## src/plld_pkg.sv

```systemverilog
// Constants, field layouts and timing counts for the lock detector block.
// Assumes a single 25 MHz clock and a simple strobe register port.
//
// Contract
// - Lock only after programmed consecutive good cycles.
// - Single cycle beyond unlock threshold drops lock.
// - Unlock threshold wider than lock threshold.
// - Window from range bit and antibacklash only.
// - Lock flag routable to three pin selectors.
// - Current-source mode: source when locked, else ground.
// - Any lock drop discharges pin at once.
// - Pin comparator selectable on monitor/status, either polarity.
// - Both dividers have three-bit enableable delay.
// - Analog lock pulse polarity per channel variant.
// - Counter code zero needs five good cycles.
// - Disable bit set forces lock flag off.
// - Pattern 000100 selects current-source mode.
package plld_pkg;
	// Register offsets, as printed.
	localparam logic [7:0] PLLD_OFS_STATUS_CTL = 8'h17;
	localparam logic [7:0] PLLD_OFS_LOCK_CTL   = 8'h18;
	localparam logic [7:0] PLLD_OFS_DELAY_CTL  = 8'h19;
	localparam logic [7:0] PLLD_OFS_LDPIN_CTL  = 8'h1a;
	localparam logic [7:0] PLLD_OFS_MON_CTL    = 8'h1b;
	// Own registers: event status, event mask, live state.
	localparam logic [7:0] PLLD_OFS_IRQ_STAT   = 8'h40;
	localparam logic [7:0] PLLD_OFS_IRQ_MASK   = 8'h41;
	localparam logic [7:0] PLLD_OFS_STATE      = 8'h42;
	// Field positions inside the lock control register.
	localparam int PLLD_CNT_LSB   = 5;
	localparam int PLLD_RANGE_BIT = 4;
	localparam int PLLD_DIS_BIT   = 3;
	// Output selector codes (six bits for lock pin and status, five for monitor).
	localparam logic [5:0] PLLD_SEL_LOW      = 6'h00;
	localparam logic [5:0] PLLD_SEL_DLD      = 6'h01;
	localparam logic [5:0] PLLD_SEL_ALD_N    = 6'h02;
	localparam logic [5:0] PLLD_SEL_ALD_P    = 6'h03;
	localparam logic [5:0] PLLD_SEL_CURSRC   = 6'h04;
	localparam logic [5:0] PLLD_SEL_HIGH     = 6'h05;
	localparam logic [5:0] PLLD_SEL_CMP_HI   = 6'h06;
	localparam logic [5:0] PLLD_SEL_CMP_LO   = 6'h07;
	localparam logic [5:0] PLLD_SEL_DLD_LO   = 6'h08;
	// Good-cycle counts for lock counter codes 0..3.
	localparam logic [7:0] PLLD_CNT0 = 8'h05;
	localparam logic [7:0] PLLD_CNT1 = 8'h10;
	localparam logic [7:0] PLLD_CNT2 = 8'h40;
	localparam logic [7:0] PLLD_CNT3 = 8'hff;
	// Phase error thresholds in clock cycles; unlock exceeds lock.
	localparam logic [7:0] PLLD_LOCK_THR_HI   = 8'h02;
	localparam logic [7:0] PLLD_UNLOCK_THR_HI = 8'h04;
	localparam logic [7:0] PLLD_LOCK_THR_LO   = 8'h01;
	localparam logic [7:0] PLLD_UNLOCK_THR_LO = 8'h02;
	// Analog lock pulse width: 80 ns at 25 MHz.
	localparam int PLLD_CLK_MHZ    = 25;
	localparam int PLLD_ALD_NS     = 80;
	localparam logic [7:0] PLLD_ALD_CYC = 8'((PLLD_ALD_NS * PLLD_CLK_MHZ) / 1000);
	// Reset values.
	localparam logic [7:0] PLLD_LOCK_CTL_RST = 8'h00;
	localparam logic [7:0] PLLD_SEL_RST      = 8'h00;
	// Lock detector states.
	typedef enum logic [1:0] {PLLD_UNLOCKED, PLLD_COUNTING, PLLD_LOCKED} plld_state_t;
endpackage

```

## src/plld_top.sv

```systemverilog
// Digital lock detector, pin routing, current-source lock pin and delay codes.
// Assumes comparator edges arrive asynchronously on pins; registers on a strobe port.
`timescale 1ns/100ps
`default_nettype none
module plld_top
	import plld_pkg::*;
(
	input  wire logic       clock_i,        // System clock, 25 MHz.
	input  wire logic       rst_b_i,        // Asynchronous reset, active low.
	input  wire logic [7:0] addr_i,         // Register address.
	input  wire logic [7:0] wdata_i,        // Write data.
	input  wire logic       wr_i,           // Write strobe.
	input  wire logic       rd_i,           // Read strobe.
	output logic      [7:0] rdata_o,        // Read data, cycle after strobe.
	input  wire logic       ref_edge_i,     // Reference divider output at comparator.
	input  wire logic       fb_edge_i,      // Feedback divider output at comparator.
	input  wire logic       ldpin_cmp_i,    // Internal comparator on lock pin voltage.
	output logic            lock_pin_o,     // Lock indicator pin level.
	output logic            lock_pin_oe_o,  // Lock indicator pin drive enable.
	output logic            status_pin_o,   // Status pin.
	output logic            reference_monitor_pin_pin_o,   // Reference monitor pin.
	output logic            digital_lock_o, // Digital lock flag.
	output logic      [3:0] ref_delay_o,    // Enable plus three-bit reference delay.
	output logic      [3:0] fb_delay_o,     // Enable plus three-bit feedback delay.
	output logic            irq_o           // Level interrupt.
);
	// Control registers.
	logic [7:0]  status_ctl;   // Status selector and antibacklash setting.
	logic [7:0]  lock_ctl;     // Counter code, range, disable.
	logic [7:0]  delay_ctl;    // Divider delay codes.
	logic [5:0]  ldpin_ctl;    // Lock pin selector.
	logic [4:0]  mon_ctl;      // Monitor pin selector.
	logic [2:0]  irq_stat;     // Sticky events: lock, unlock, bad cycle.
	logic [2:0]  irq_mask;     // Interrupt mask.
	// Synchronisers, three flops each; stage one feeds only stage two.
	logic [2:0]  sync_ref;
	logic [2:0]  sync_fb;
	logic [2:0]  sync_cmp;
	logic        ref_lvl;      // Debounced reference level.
	logic        fb_lvl;       // Debounced feedback level.
	logic        cmp_lvl;      // Debounced comparator level.
	logic        ref_rise;     // Reference rising edge.
	logic        fb_rise;      // Feedback rising edge.
	// Phase measurement.
	logic [7:0]  diff_cnt;     // Cycles since first edge of a pair.
	logic        pending;      // One edge seen, waiting for its partner.
	logic        cyc_done;     // One comparator cycle measured.
	logic [7:0]  cyc_diff;     // Its edge time difference.
	plld_state_t state;
	logic [7:0]  good_cnt;     // Consecutive good cycles.
	logic        locked;
	logic [7:0]  need_cnt;
	logic [7:0]  lock_thr;
	logic [7:0]  unlock_thr;
	logic        lock_ev;
	logic        unlock_ev;
	logic [7:0]  ald_cnt;      // Analog pulse stretcher.
	logic        ald_pulse;
	logic        next_lock_pin;
	logic        next_lock_oe;

	// Three-flop synchronisers; a level changes once stages two and three agree.
	always_ff @(posedge clock_i or negedge rst_b_i) begin
		if (!rst_b_i) begin
			sync_ref <= 3'h0;
			sync_fb  <= 3'h0;
			sync_cmp <= 3'h0;
		end else begin
			sync_ref <= {sync_ref[1:0], ref_edge_i};
			sync_fb  <= {sync_fb[1:0], fb_edge_i};
			sync_cmp <= {sync_cmp[1:0], ldpin_cmp_i};
		end
	end

	// Agreed levels held in flops so glitches on stage two are filtered.
	always_ff @(posedge clock_i or negedge rst_b_i) begin
		if (!rst_b_i) begin
			ref_lvl <= 1'b0;
			fb_lvl  <= 1'b0;
			cmp_lvl <= 1'b0;
		end else begin
			if (sync_ref[1] == sync_ref[2]) ref_lvl <= sync_ref[2];
			if (sync_fb[1] == sync_fb[2]) fb_lvl <= sync_fb[2];
			if (sync_cmp[1] == sync_cmp[2]) cmp_lvl <= sync_cmp[2];
		end
	end

	assign ref_rise = (sync_ref[1] == sync_ref[2]) && sync_ref[2] && !ref_lvl;
	assign fb_rise  = (sync_fb[1] == sync_fb[2]) && sync_fb[2] && !fb_lvl;

	// Window from settings.
	// The range bit picks the threshold pair; wider antibacklash widens both by one.
	always_comb begin
		if (lock_ctl[PLLD_RANGE_BIT]) begin
			lock_thr   = PLLD_LOCK_THR_LO + {7'h00, status_ctl[1]};
			unlock_thr = PLLD_UNLOCK_THR_LO + {7'h00, status_ctl[1]};
		end else begin
			lock_thr   = PLLD_LOCK_THR_HI + {7'h00, status_ctl[1]};
			unlock_thr = PLLD_UNLOCK_THR_HI + {7'h00, status_ctl[1]};
		end
	end

	always_comb begin
		case (lock_ctl[PLLD_CNT_LSB +: 2])
			2'h0:    need_cnt = PLLD_CNT0;
			2'h1:    need_cnt = PLLD_CNT1;
			2'h2:    need_cnt = PLLD_CNT2;
			default: need_cnt = PLLD_CNT3;
		endcase
	end

	// Measures the time between the two rising edges of each comparator cycle; edges
	// in one cycle measure zero. A missing partner saturates into a bad cycle, which
	// relies on the configuring side keeping the period above the unlock threshold.
	always_ff @(posedge clock_i or negedge rst_b_i) begin
		if (!rst_b_i) begin
			pending  <= 1'b0;
			diff_cnt <= 8'h00;
			cyc_done <= 1'b0;
			cyc_diff <= 8'h00;
		end else begin
			cyc_done <= 1'b0;
			if (ref_rise && fb_rise) begin
				pending  <= 1'b0;
				cyc_done <= 1'b1;
				cyc_diff <= 8'h00;
			end else if (ref_rise || fb_rise) begin
				if (pending) begin
					pending  <= 1'b0;
					cyc_done <= 1'b1;
					cyc_diff <= diff_cnt;
				end else begin
					pending  <= 1'b1;
					diff_cnt <= 8'h01;
				end
			end else if (pending && diff_cnt != 8'hff) begin
				diff_cnt <= diff_cnt + 8'h01;
			end
		end
	end

	// Lock state machine.
	always_ff @(posedge clock_i or negedge rst_b_i) begin
		if (!rst_b_i) begin
			state    <= PLLD_UNLOCKED;
			good_cnt <= 8'h00;
		end else if (lock_ctl[PLLD_DIS_BIT]) begin
			state    <= PLLD_UNLOCKED;
			good_cnt <= 8'h00;
		end else if (cyc_done) begin
			case (state)
				PLLD_UNLOCKED, PLLD_COUNTING: begin
					if (cyc_diff < lock_thr) begin
						if (good_cnt + 8'h01 >= need_cnt) begin
							state    <= PLLD_LOCKED;
							good_cnt <= 8'h00;
						end else begin
							state    <= PLLD_COUNTING;
							good_cnt <= good_cnt + 8'h01;
						end
					end else begin
						state    <= PLLD_UNLOCKED;
						good_cnt <= 8'h00;
					end
				end
				PLLD_LOCKED: begin
					// Single bad cycle beyond the wider unlock threshold.
					if (cyc_diff > unlock_thr) begin
						state <= PLLD_UNLOCKED;
					end
				end
				default: begin
					state    <= PLLD_UNLOCKED;
					good_cnt <= 8'h00;
				end
			endcase
		end
	end

	assign locked    = (state == PLLD_LOCKED);
	assign lock_ev   = locked && !digital_lock_o;
	assign unlock_ev = !locked && digital_lock_o;

	// Analog lock pulse: stretches each measured phase error so it is visible.
	always_ff @(posedge clock_i or negedge rst_b_i) begin
		if (!rst_b_i) begin
			ald_cnt   <= 8'h00;
			ald_pulse <= 1'b0;
		end else if (cyc_done && cyc_diff != 8'h00) begin
			ald_cnt   <= PLLD_ALD_CYC;
			ald_pulse <= 1'b1;
		end else if (ald_cnt != 8'h00) begin
			ald_cnt   <= ald_cnt - 8'h01;
			ald_pulse <= (ald_cnt != 8'h01);
		end else begin
			ald_pulse <= 1'b0;
		end
	end

	// Lock pin selector.
	always_comb begin
		next_lock_pin = 1'b0;
		next_lock_oe  = 1'b1;
		case (ldpin_ctl)
			PLLD_SEL_DLD:  next_lock_pin = locked;
			// Idle high, low pulses; open drain drives only low.
			PLLD_SEL_ALD_N: begin
				next_lock_pin = 1'b0;
				next_lock_oe  = ald_pulse;
			end
			// Idle low, high pulses; open drain drives only high.
			PLLD_SEL_ALD_P: begin
				next_lock_pin = 1'b1;
				next_lock_oe  = ald_pulse;
			end
			// Source while locked, ground at once otherwise.
			PLLD_SEL_CURSRC: next_lock_pin = locked;
			PLLD_SEL_HIGH:  next_lock_pin = 1'b1;
			default:        next_lock_pin = 1'b0;
		endcase
	end

	// Pin and flag outputs, all registered.
	always_ff @(posedge clock_i or negedge rst_b_i) begin
		if (!rst_b_i) begin
			lock_pin_o     <= 1'b0;
			lock_pin_oe_o  <= 1'b1;
			status_pin_o   <= 1'b0;
			reference_monitor_pin_pin_o   <= 1'b0;
			digital_lock_o <= 1'b0;
		end else begin
			lock_pin_o     <= next_lock_pin;
			lock_pin_oe_o  <= next_lock_oe;
			digital_lock_o <= locked;
			case (status_ctl[7:2])
				PLLD_SEL_DLD:    status_pin_o <= locked;
				PLLD_SEL_DLD_LO: status_pin_o <= !locked;
				PLLD_SEL_CMP_HI: status_pin_o <= cmp_lvl;
				PLLD_SEL_CMP_LO: status_pin_o <= !cmp_lvl;
				PLLD_SEL_HIGH:   status_pin_o <= 1'b1;
				default:         status_pin_o <= 1'b0;
			endcase
			case ({1'b0, mon_ctl})
				PLLD_SEL_DLD:    reference_monitor_pin_pin_o <= locked;
				PLLD_SEL_DLD_LO: reference_monitor_pin_pin_o <= !locked;
				PLLD_SEL_CMP_HI: reference_monitor_pin_pin_o <= cmp_lvl;
				PLLD_SEL_CMP_LO: reference_monitor_pin_pin_o <= !cmp_lvl;
				PLLD_SEL_HIGH:   reference_monitor_pin_pin_o <= 1'b1;
				default:         reference_monitor_pin_pin_o <= 1'b0;
			endcase
		end
	end

	// Divider delay codes.
	// Bits 3 and 7 enable; bits 2:0 and 6:4 are the three-bit codes.
	always_ff @(posedge clock_i or negedge rst_b_i) begin
		if (!rst_b_i) begin
			ref_delay_o <= 4'h0;
			fb_delay_o  <= 4'h0;
		end else begin
			ref_delay_o <= delay_ctl[3:0];
			fb_delay_o  <= delay_ctl[7:4];
		end
	end

	// Register writes. A write of ones clears status, but events win.
	always_ff @(posedge clock_i or negedge rst_b_i) begin
		if (!rst_b_i) begin
			status_ctl <= PLLD_SEL_RST;
			lock_ctl   <= PLLD_LOCK_CTL_RST;
			delay_ctl  <= 8'h00;
			ldpin_ctl  <= 6'h00;
			mon_ctl    <= 5'h00;
			irq_mask   <= 3'h0;
		end else if (wr_i) begin
			case (addr_i)
				PLLD_OFS_STATUS_CTL: status_ctl <= wdata_i;
				PLLD_OFS_LOCK_CTL:   lock_ctl   <= wdata_i;
				PLLD_OFS_DELAY_CTL:  delay_ctl  <= wdata_i;
				PLLD_OFS_LDPIN_CTL:  ldpin_ctl  <= wdata_i[5:0];
				PLLD_OFS_MON_CTL:    mon_ctl    <= wdata_i[4:0];
				PLLD_OFS_IRQ_MASK:   irq_mask   <= wdata_i[2:0];
				default:             ;
			endcase
		end
	end

	// Sticky event bits; a set in the clearing cycle survives.
	// The interrupt level follows the masked status one cycle later.
	always_ff @(posedge clock_i or negedge rst_b_i) begin
		if (!rst_b_i) begin
			irq_stat <= 3'h0;
			irq_o    <= 1'b0;
		end else begin
			irq_stat <= (irq_stat & ~((wr_i && addr_i == PLLD_OFS_IRQ_STAT) ? wdata_i[2:0] : 3'h0))
				| {cyc_done && cyc_diff > unlock_thr, unlock_ev, lock_ev};
			irq_o    <= |(irq_stat & irq_mask);
		end
	end

	// Read data, valid the cycle after the strobe only; unmapped reads zero.
	always_ff @(posedge clock_i or negedge rst_b_i) begin
		if (!rst_b_i) begin
			rdata_o <= 8'h00;
		end else if (rd_i) begin
			case (addr_i)
				PLLD_OFS_STATUS_CTL: rdata_o <= status_ctl;
				PLLD_OFS_LOCK_CTL:   rdata_o <= lock_ctl;
				PLLD_OFS_DELAY_CTL:  rdata_o <= delay_ctl;
				PLLD_OFS_LDPIN_CTL:  rdata_o <= {2'h0, ldpin_ctl};
				PLLD_OFS_MON_CTL:    rdata_o <= {3'h0, mon_ctl};
				PLLD_OFS_IRQ_STAT:   rdata_o <= {5'h00, irq_stat};
				PLLD_OFS_IRQ_MASK:   rdata_o <= {5'h00, irq_mask};
				PLLD_OFS_STATE:      rdata_o <= {5'h00, cmp_lvl, pending, locked};
				default:             rdata_o <= 8'h00;
			endcase
		end else begin
			rdata_o <= 8'h00;
		end
	end

	// Checks.
	property p_reset_unlocked;
		@(posedge clock_i) $rose(rst_b_i) |-> !locked && good_cnt == 8'h00;
	endproperty
	a_reset_unlocked: assert property (p_reset_unlocked) else $error("not unlocked after reset");
	property p_disable_off;
		@(posedge clock_i) disable iff (!rst_b_i) lock_ctl[PLLD_DIS_BIT] |=> !locked;
	endproperty
	a_disable_off: assert property (p_disable_off) else $error("lock with detector disabled");
	property p_lock_needs_good;
		@(posedge clock_i) disable iff (!rst_b_i)
			$rose(locked) |-> $past(cyc_done) && $past(cyc_diff) < $past(lock_thr);
	endproperty
	a_lock_needs_good: assert property (p_lock_needs_good) else $error("lock without good cycle");
	property p_unlock_single;
		@(posedge clock_i) disable iff (!rst_b_i)
			locked && cyc_done && cyc_diff > unlock_thr && !lock_ctl[PLLD_DIS_BIT] |=> !locked;
	endproperty
	a_unlock_single: assert property (p_unlock_single) else $error("lock kept after bad cycle");
	property p_hysteresis;
		@(posedge clock_i) disable iff (!rst_b_i) unlock_thr > lock_thr;
	endproperty
	a_hysteresis: assert property (p_hysteresis) else $error("no hysteresis");
	property p_five_cycles;
		@(posedge clock_i) disable iff (!rst_b_i)
			$rose(locked) && lock_ctl[PLLD_CNT_LSB +: 2] == 2'h0 |-> $past(good_cnt) == 8'h04;
	endproperty
	a_five_cycles: assert property (p_five_cycles) else $error("code zero not five cycles");
	property p_cursrc_drop;
		@(posedge clock_i) disable iff (!rst_b_i)
			ldpin_ctl == PLLD_SEL_CURSRC && !locked |=> !lock_pin_o;
	endproperty
	a_cursrc_drop: assert property (p_cursrc_drop) else $error("pin not discharged");
	property p_cursrc_src;
		@(posedge clock_i) disable iff (!rst_b_i)
			ldpin_ctl == PLLD_SEL_CURSRC && locked |=> lock_pin_o && lock_pin_oe_o;
	endproperty
	a_cursrc_src: assert property (p_cursrc_src) else $error("pin not sourcing");
endmodule
`default_nettype wire

```

## config.mk

```make
export PLATFORM = sky130hd
export DESIGN_NAME = plld_top
export DESIGN_NICKNAME = d
export VERILOG_FILES = /design/src/plld_pkg.sv /design/src/plld_top.sv
export SDC_FILE = /design/constraint.sdc
export NUM_CORES = 1
export LEC_CHECK = 0
export BUFFER_PORTS_ARGS = -buffer_cell sky130_fd_sc_hd__buf_2
export CAP_MARGIN = 20
export CORE_UTILIZATION = 41
export CTS_CLUSTER_SIZE = 24
export DETAILED_ROUTE_END_ITERATION = 12
export PLACE_DENSITY = 0.62
export REMOVE_ABC_BUFFERS = 1
export SLEW_MARGIN = 10
export SYNTH_ARGS = -nofsm -noshare
export SYNTH_HDL_FRONTEND = slang
export SYNTH_SLANG_ARGS = --single-unit
```

## constraint.sdc

```tcl
create_clock -name clock_i -period 2.5 [get_ports clock_i]
set_input_delay 0.125 -clock clock_i [delete_from_list [all_inputs] [get_ports clock_i]]
set_output_delay 0.125 -clock clock_i [all_outputs]
set_load 0.02 [all_outputs]
```

==> impl_metrics.yaml <==
status:
  status: "finished, violations left"
  violations: "setup timing"
clock_network:
  cts_tree: "done"
  clockRootBuffer: "clkbuf_16"
  cts_buffers: 9
  clockBufferDepth: 2
  insertion_delay_ns: 0.35
  clk_pin_slew_worst_paths_ns: 0.08
  htreeDepth: 3
  numClockSinks: 112
synth:
  synth.distinct_cells: 62
  synth_area_per_cell_um2: 11.38
  synth_flop_cell: "dfrtp_1"
  yosysTopAreaCell: "dfrtp_1"
  synth_area_um2: 5328
  async_flop_share_pct: 100.0
  ys_warn_count: 0
  yosysMostFrequentCell: "dfrtp_1"
  synth_edf_count: 0
  synthTopCellsByCount: "dfrtp_1, nand2_1, mux2_2"
  synth_top_area_share_pct: 52.14
  synth_area_leaders: "dfrtp_1, mux2_2, ha_1"
  ys_seq_area_share_pct: 52.63
  synthCells: 468
  ys_ff_latch: 112
global_routing:
  grt_antenna_before_repair: 0
  track_usage_pct: 17.30
  grt_max_degree: 56
  grt_pass1_vias: 3701
  grt_pass1_wl_um: 17810
  grt_overflow: 0
power:
  p_leak_nw: 3.057
  combPwrFrac_pct: 25.9
  max-vdd-ir-drop_uv: 360.7
  p_sw_mw: 1.652
  clock_power_share_pct: 29.1
  power.density_nw_per_um2: 804.2
  sw_frac_of_total_pct: 32.44
  power.internal_mw: 3.442
  design_power_total_mw: 5.095
  power_frac_seq_pct: 45.0
floorplanning:
  core_um2: 12620
  initial_utilization_pct: 42.22
  rows: 41
  die_h_um: 116.0
  die_w_um: 116.0
  io_pins: 45
  die-area_um2: 13450
worst_setup_path:
  end_kind: "flip-flop"
  critPathMaxFanout: 8
  worstSetupPathType: "reg -> reg"
  r2r_end: "good_cnt[6]$_DFFE_PN0P_"
  cp.required_ns: 2.76
  reg2regPathDepth: 9
  r2r_slack_ns: -0.002
  cp-startpoint: "good_cnt[0]$_DFFE_PN0P_"
  r2r-start: "good_cnt[0]$_DFFE_PN0P_"
  crit_end: "good_cnt[6]$_DFFE_PN0P_"
  crit_path_start_kind: "flip-flop"
  crit_arrival_ns: 2.76
drt:
  drc: 0
  drtPass1Iterations: 4
  wirelength_um: 10900
  drt-initial-drc-count: 244
  wl_per_cell_um: 15.29
  vias_per_cell: 5.338
  ant_nets: 0
  num_vias: 3806
sta:
  slew_headroom_pct: 56.70
  rsz0062_at_grt: "yes"
  tns_ns: -0.001978
  finalCritPeriodShare_pct: 100.1
  whs_ns: 0.02749
  fin_ws_ns: -0.001978
  fmax_ghz: 0.3997
  slew_viol_final: 0
  worstMarginPinSlew_ns: 0.6481
  setup_viol: 1
  hold_viol: 0
  min_period_ns: 2.502
  skew_ns: 0.007051
finish:
  fillers: 1128
  layout.nets: 581
  utilization_pct: 50.20
  n_antenna_cell: 0
  layout-drive-gt1-share_pct: 26.80
  syn_to_final_growth_pct: 18.91
placed_design:
  numPortBuffers: 44
  dp_hpwl_um: 7800
  routabilityCongestion: 0.8314
hold_path:
  hold_class: "in -> reg"
  worstHoldPathCells: 2
flow_run:
  max_cap_viol_count: 0
## area by class of cell
type,count,area [um^2],share of cell area [%]
Tap cell,172,215.2,3.397
Multi-Input combinational cell,316,2452,38.71
Timing Repair Buffer,72,459.2,7.249
Clock inverter,7,83.83,1.323
Clock buffer,9,225.2,3.555
Inverter,25,93.84,1.481
Sequential cell,112,2805,44.28
## cell families after synthesis
kind of cell             after synthesis  synth area share (%)
flip-flops                           112                 52.63
adder cells (fa/ha/maj)               23                 5.355
AND/OR/NAND/NOR                      134                 13.27
multiplexers                          53                 11.16
AO/OA/AOI/OAI                         94                 12.52
buffers and inverters                 40                 3.100
XOR/XNOR                              12                 1.973
## per-layer routing
layer | vias up | track usage (%) | part of all wire (%)
li1 | 1826 | - | -
met5 | - | 0 | 0
met2 | 89 | 29.52 | 49
met1 | 1870 | 21.46 | 45
met4 | 0 | 7.863 | 2.7
met3 | 21 | 2.929 | 3.4
## power by group through the flow
stage	registers, mW	logic, mW	clock network (mW)
after floorplan	2.29	0.810	0
after global placement	2.31	1.19	0
after detailed placement	2.32	1.24	0
after CTS	2.29	1.26	1.53
after global routing	2.33	1.48	1.61
final	2.29	1.32	1.48
## state kept, by name (all words and copies together), names as in the netlist, 4 cells and up
| register | count |
|---|---|
| rdata_o | 8 |
| cyc_diff | 8 |
| diff_cnt | 8 |
| good_cnt | 8 |
| ref_delay_o | 4 |
| ldpin_ctl | 6 |
| lock_ctl | 8 |
| mon_ctl | 5 |
| status_ctl | 8 |
| delay_ctl | 8 |
| fb_delay_o | 4 |
| ald_cnt | 8 |
## what timing repair did
item,CTS,global route
pin swaps,0,3
gates resized for setup,1,18
hold endpoints to repair,31,0
setup buffers,0,4
hold buffers,4,0
endpoints found under the setup margin,8,9
## how the worst min path moves through the flow
stage | start | end | slack [ns]
CTS | wdata_i[6] | delay_ctl[6]$_DFFE_PN0P_ | 0.02
floorplan | rst_b_i | ald_cnt[0]$_DFFE_PN0P_ | -0.17
finish | wdata_i[6] | delay_ctl[6]$_DFFE_PN0P_ | 0.03
detailed placement | rst_b_i | fb_delay_o[3]$_DFF_PN0_ | 0.09
global route | wdata_i[6] | delay_ctl[6]$_DFFE_PN0P_ | 0.008
global placement | rst_b_i | fb_delay_o[3]$_DFF_PN0_ | 0.08
## worst max-delay path: stages (launching register included)
cell,delay (ns)
dfrtp_1,0.38
ha_2,0.21
buf_6,0.12
xor2_1,0.14
ha_1,0.29
or3_4,0.38
a21oi_4,0.14
a211oi_2,0.07
or3_4,0.42
o31ai_2,0.26
## through the flow
stage	worst slack, ns	area [um^2]	cells
2_1_floorplan	0.003066	5256	453
3_3_place_gp	0.004605	5857	689
3_5_place_dp	-0.08021	5857	689
4_1_cts	0.03101	6211	709
5_1_grt	-0.06576	6335	713
6_report	-0.001978	6335	713
## cells in the final DEF, fill, tap and decap left out, types with 3 or more instances in the layout
master and instances:
and3_1 6, o21ai_0 17, nand2b_1 5, nor4_1 3, mux2_1 12, nand3b_1 4, nor3_1 9, nor2b_1 7
a21o_1 3, clkbuf_16 9, nand2_1 44, o31ai_2 5, xnor2_1 3, and2_1 4, o211ai_1 4, or3b_1 3
o2111ai_1 3, o21ai_1 6, a22o_1 13, or4_1 3, nor2_1 19, mux2_2 29, buf_4 23, inv_1 25
a21boi_1 3, buf_2 43, nand3_1 7, ha_1 19, a22oi_1 6, xor2_1 5, dlygate4sd3_1 4, dfrtp_1 110
mux2i_1 11, a21oi_1 14
No activity file was read; power rests on OpenSTA's default activity.
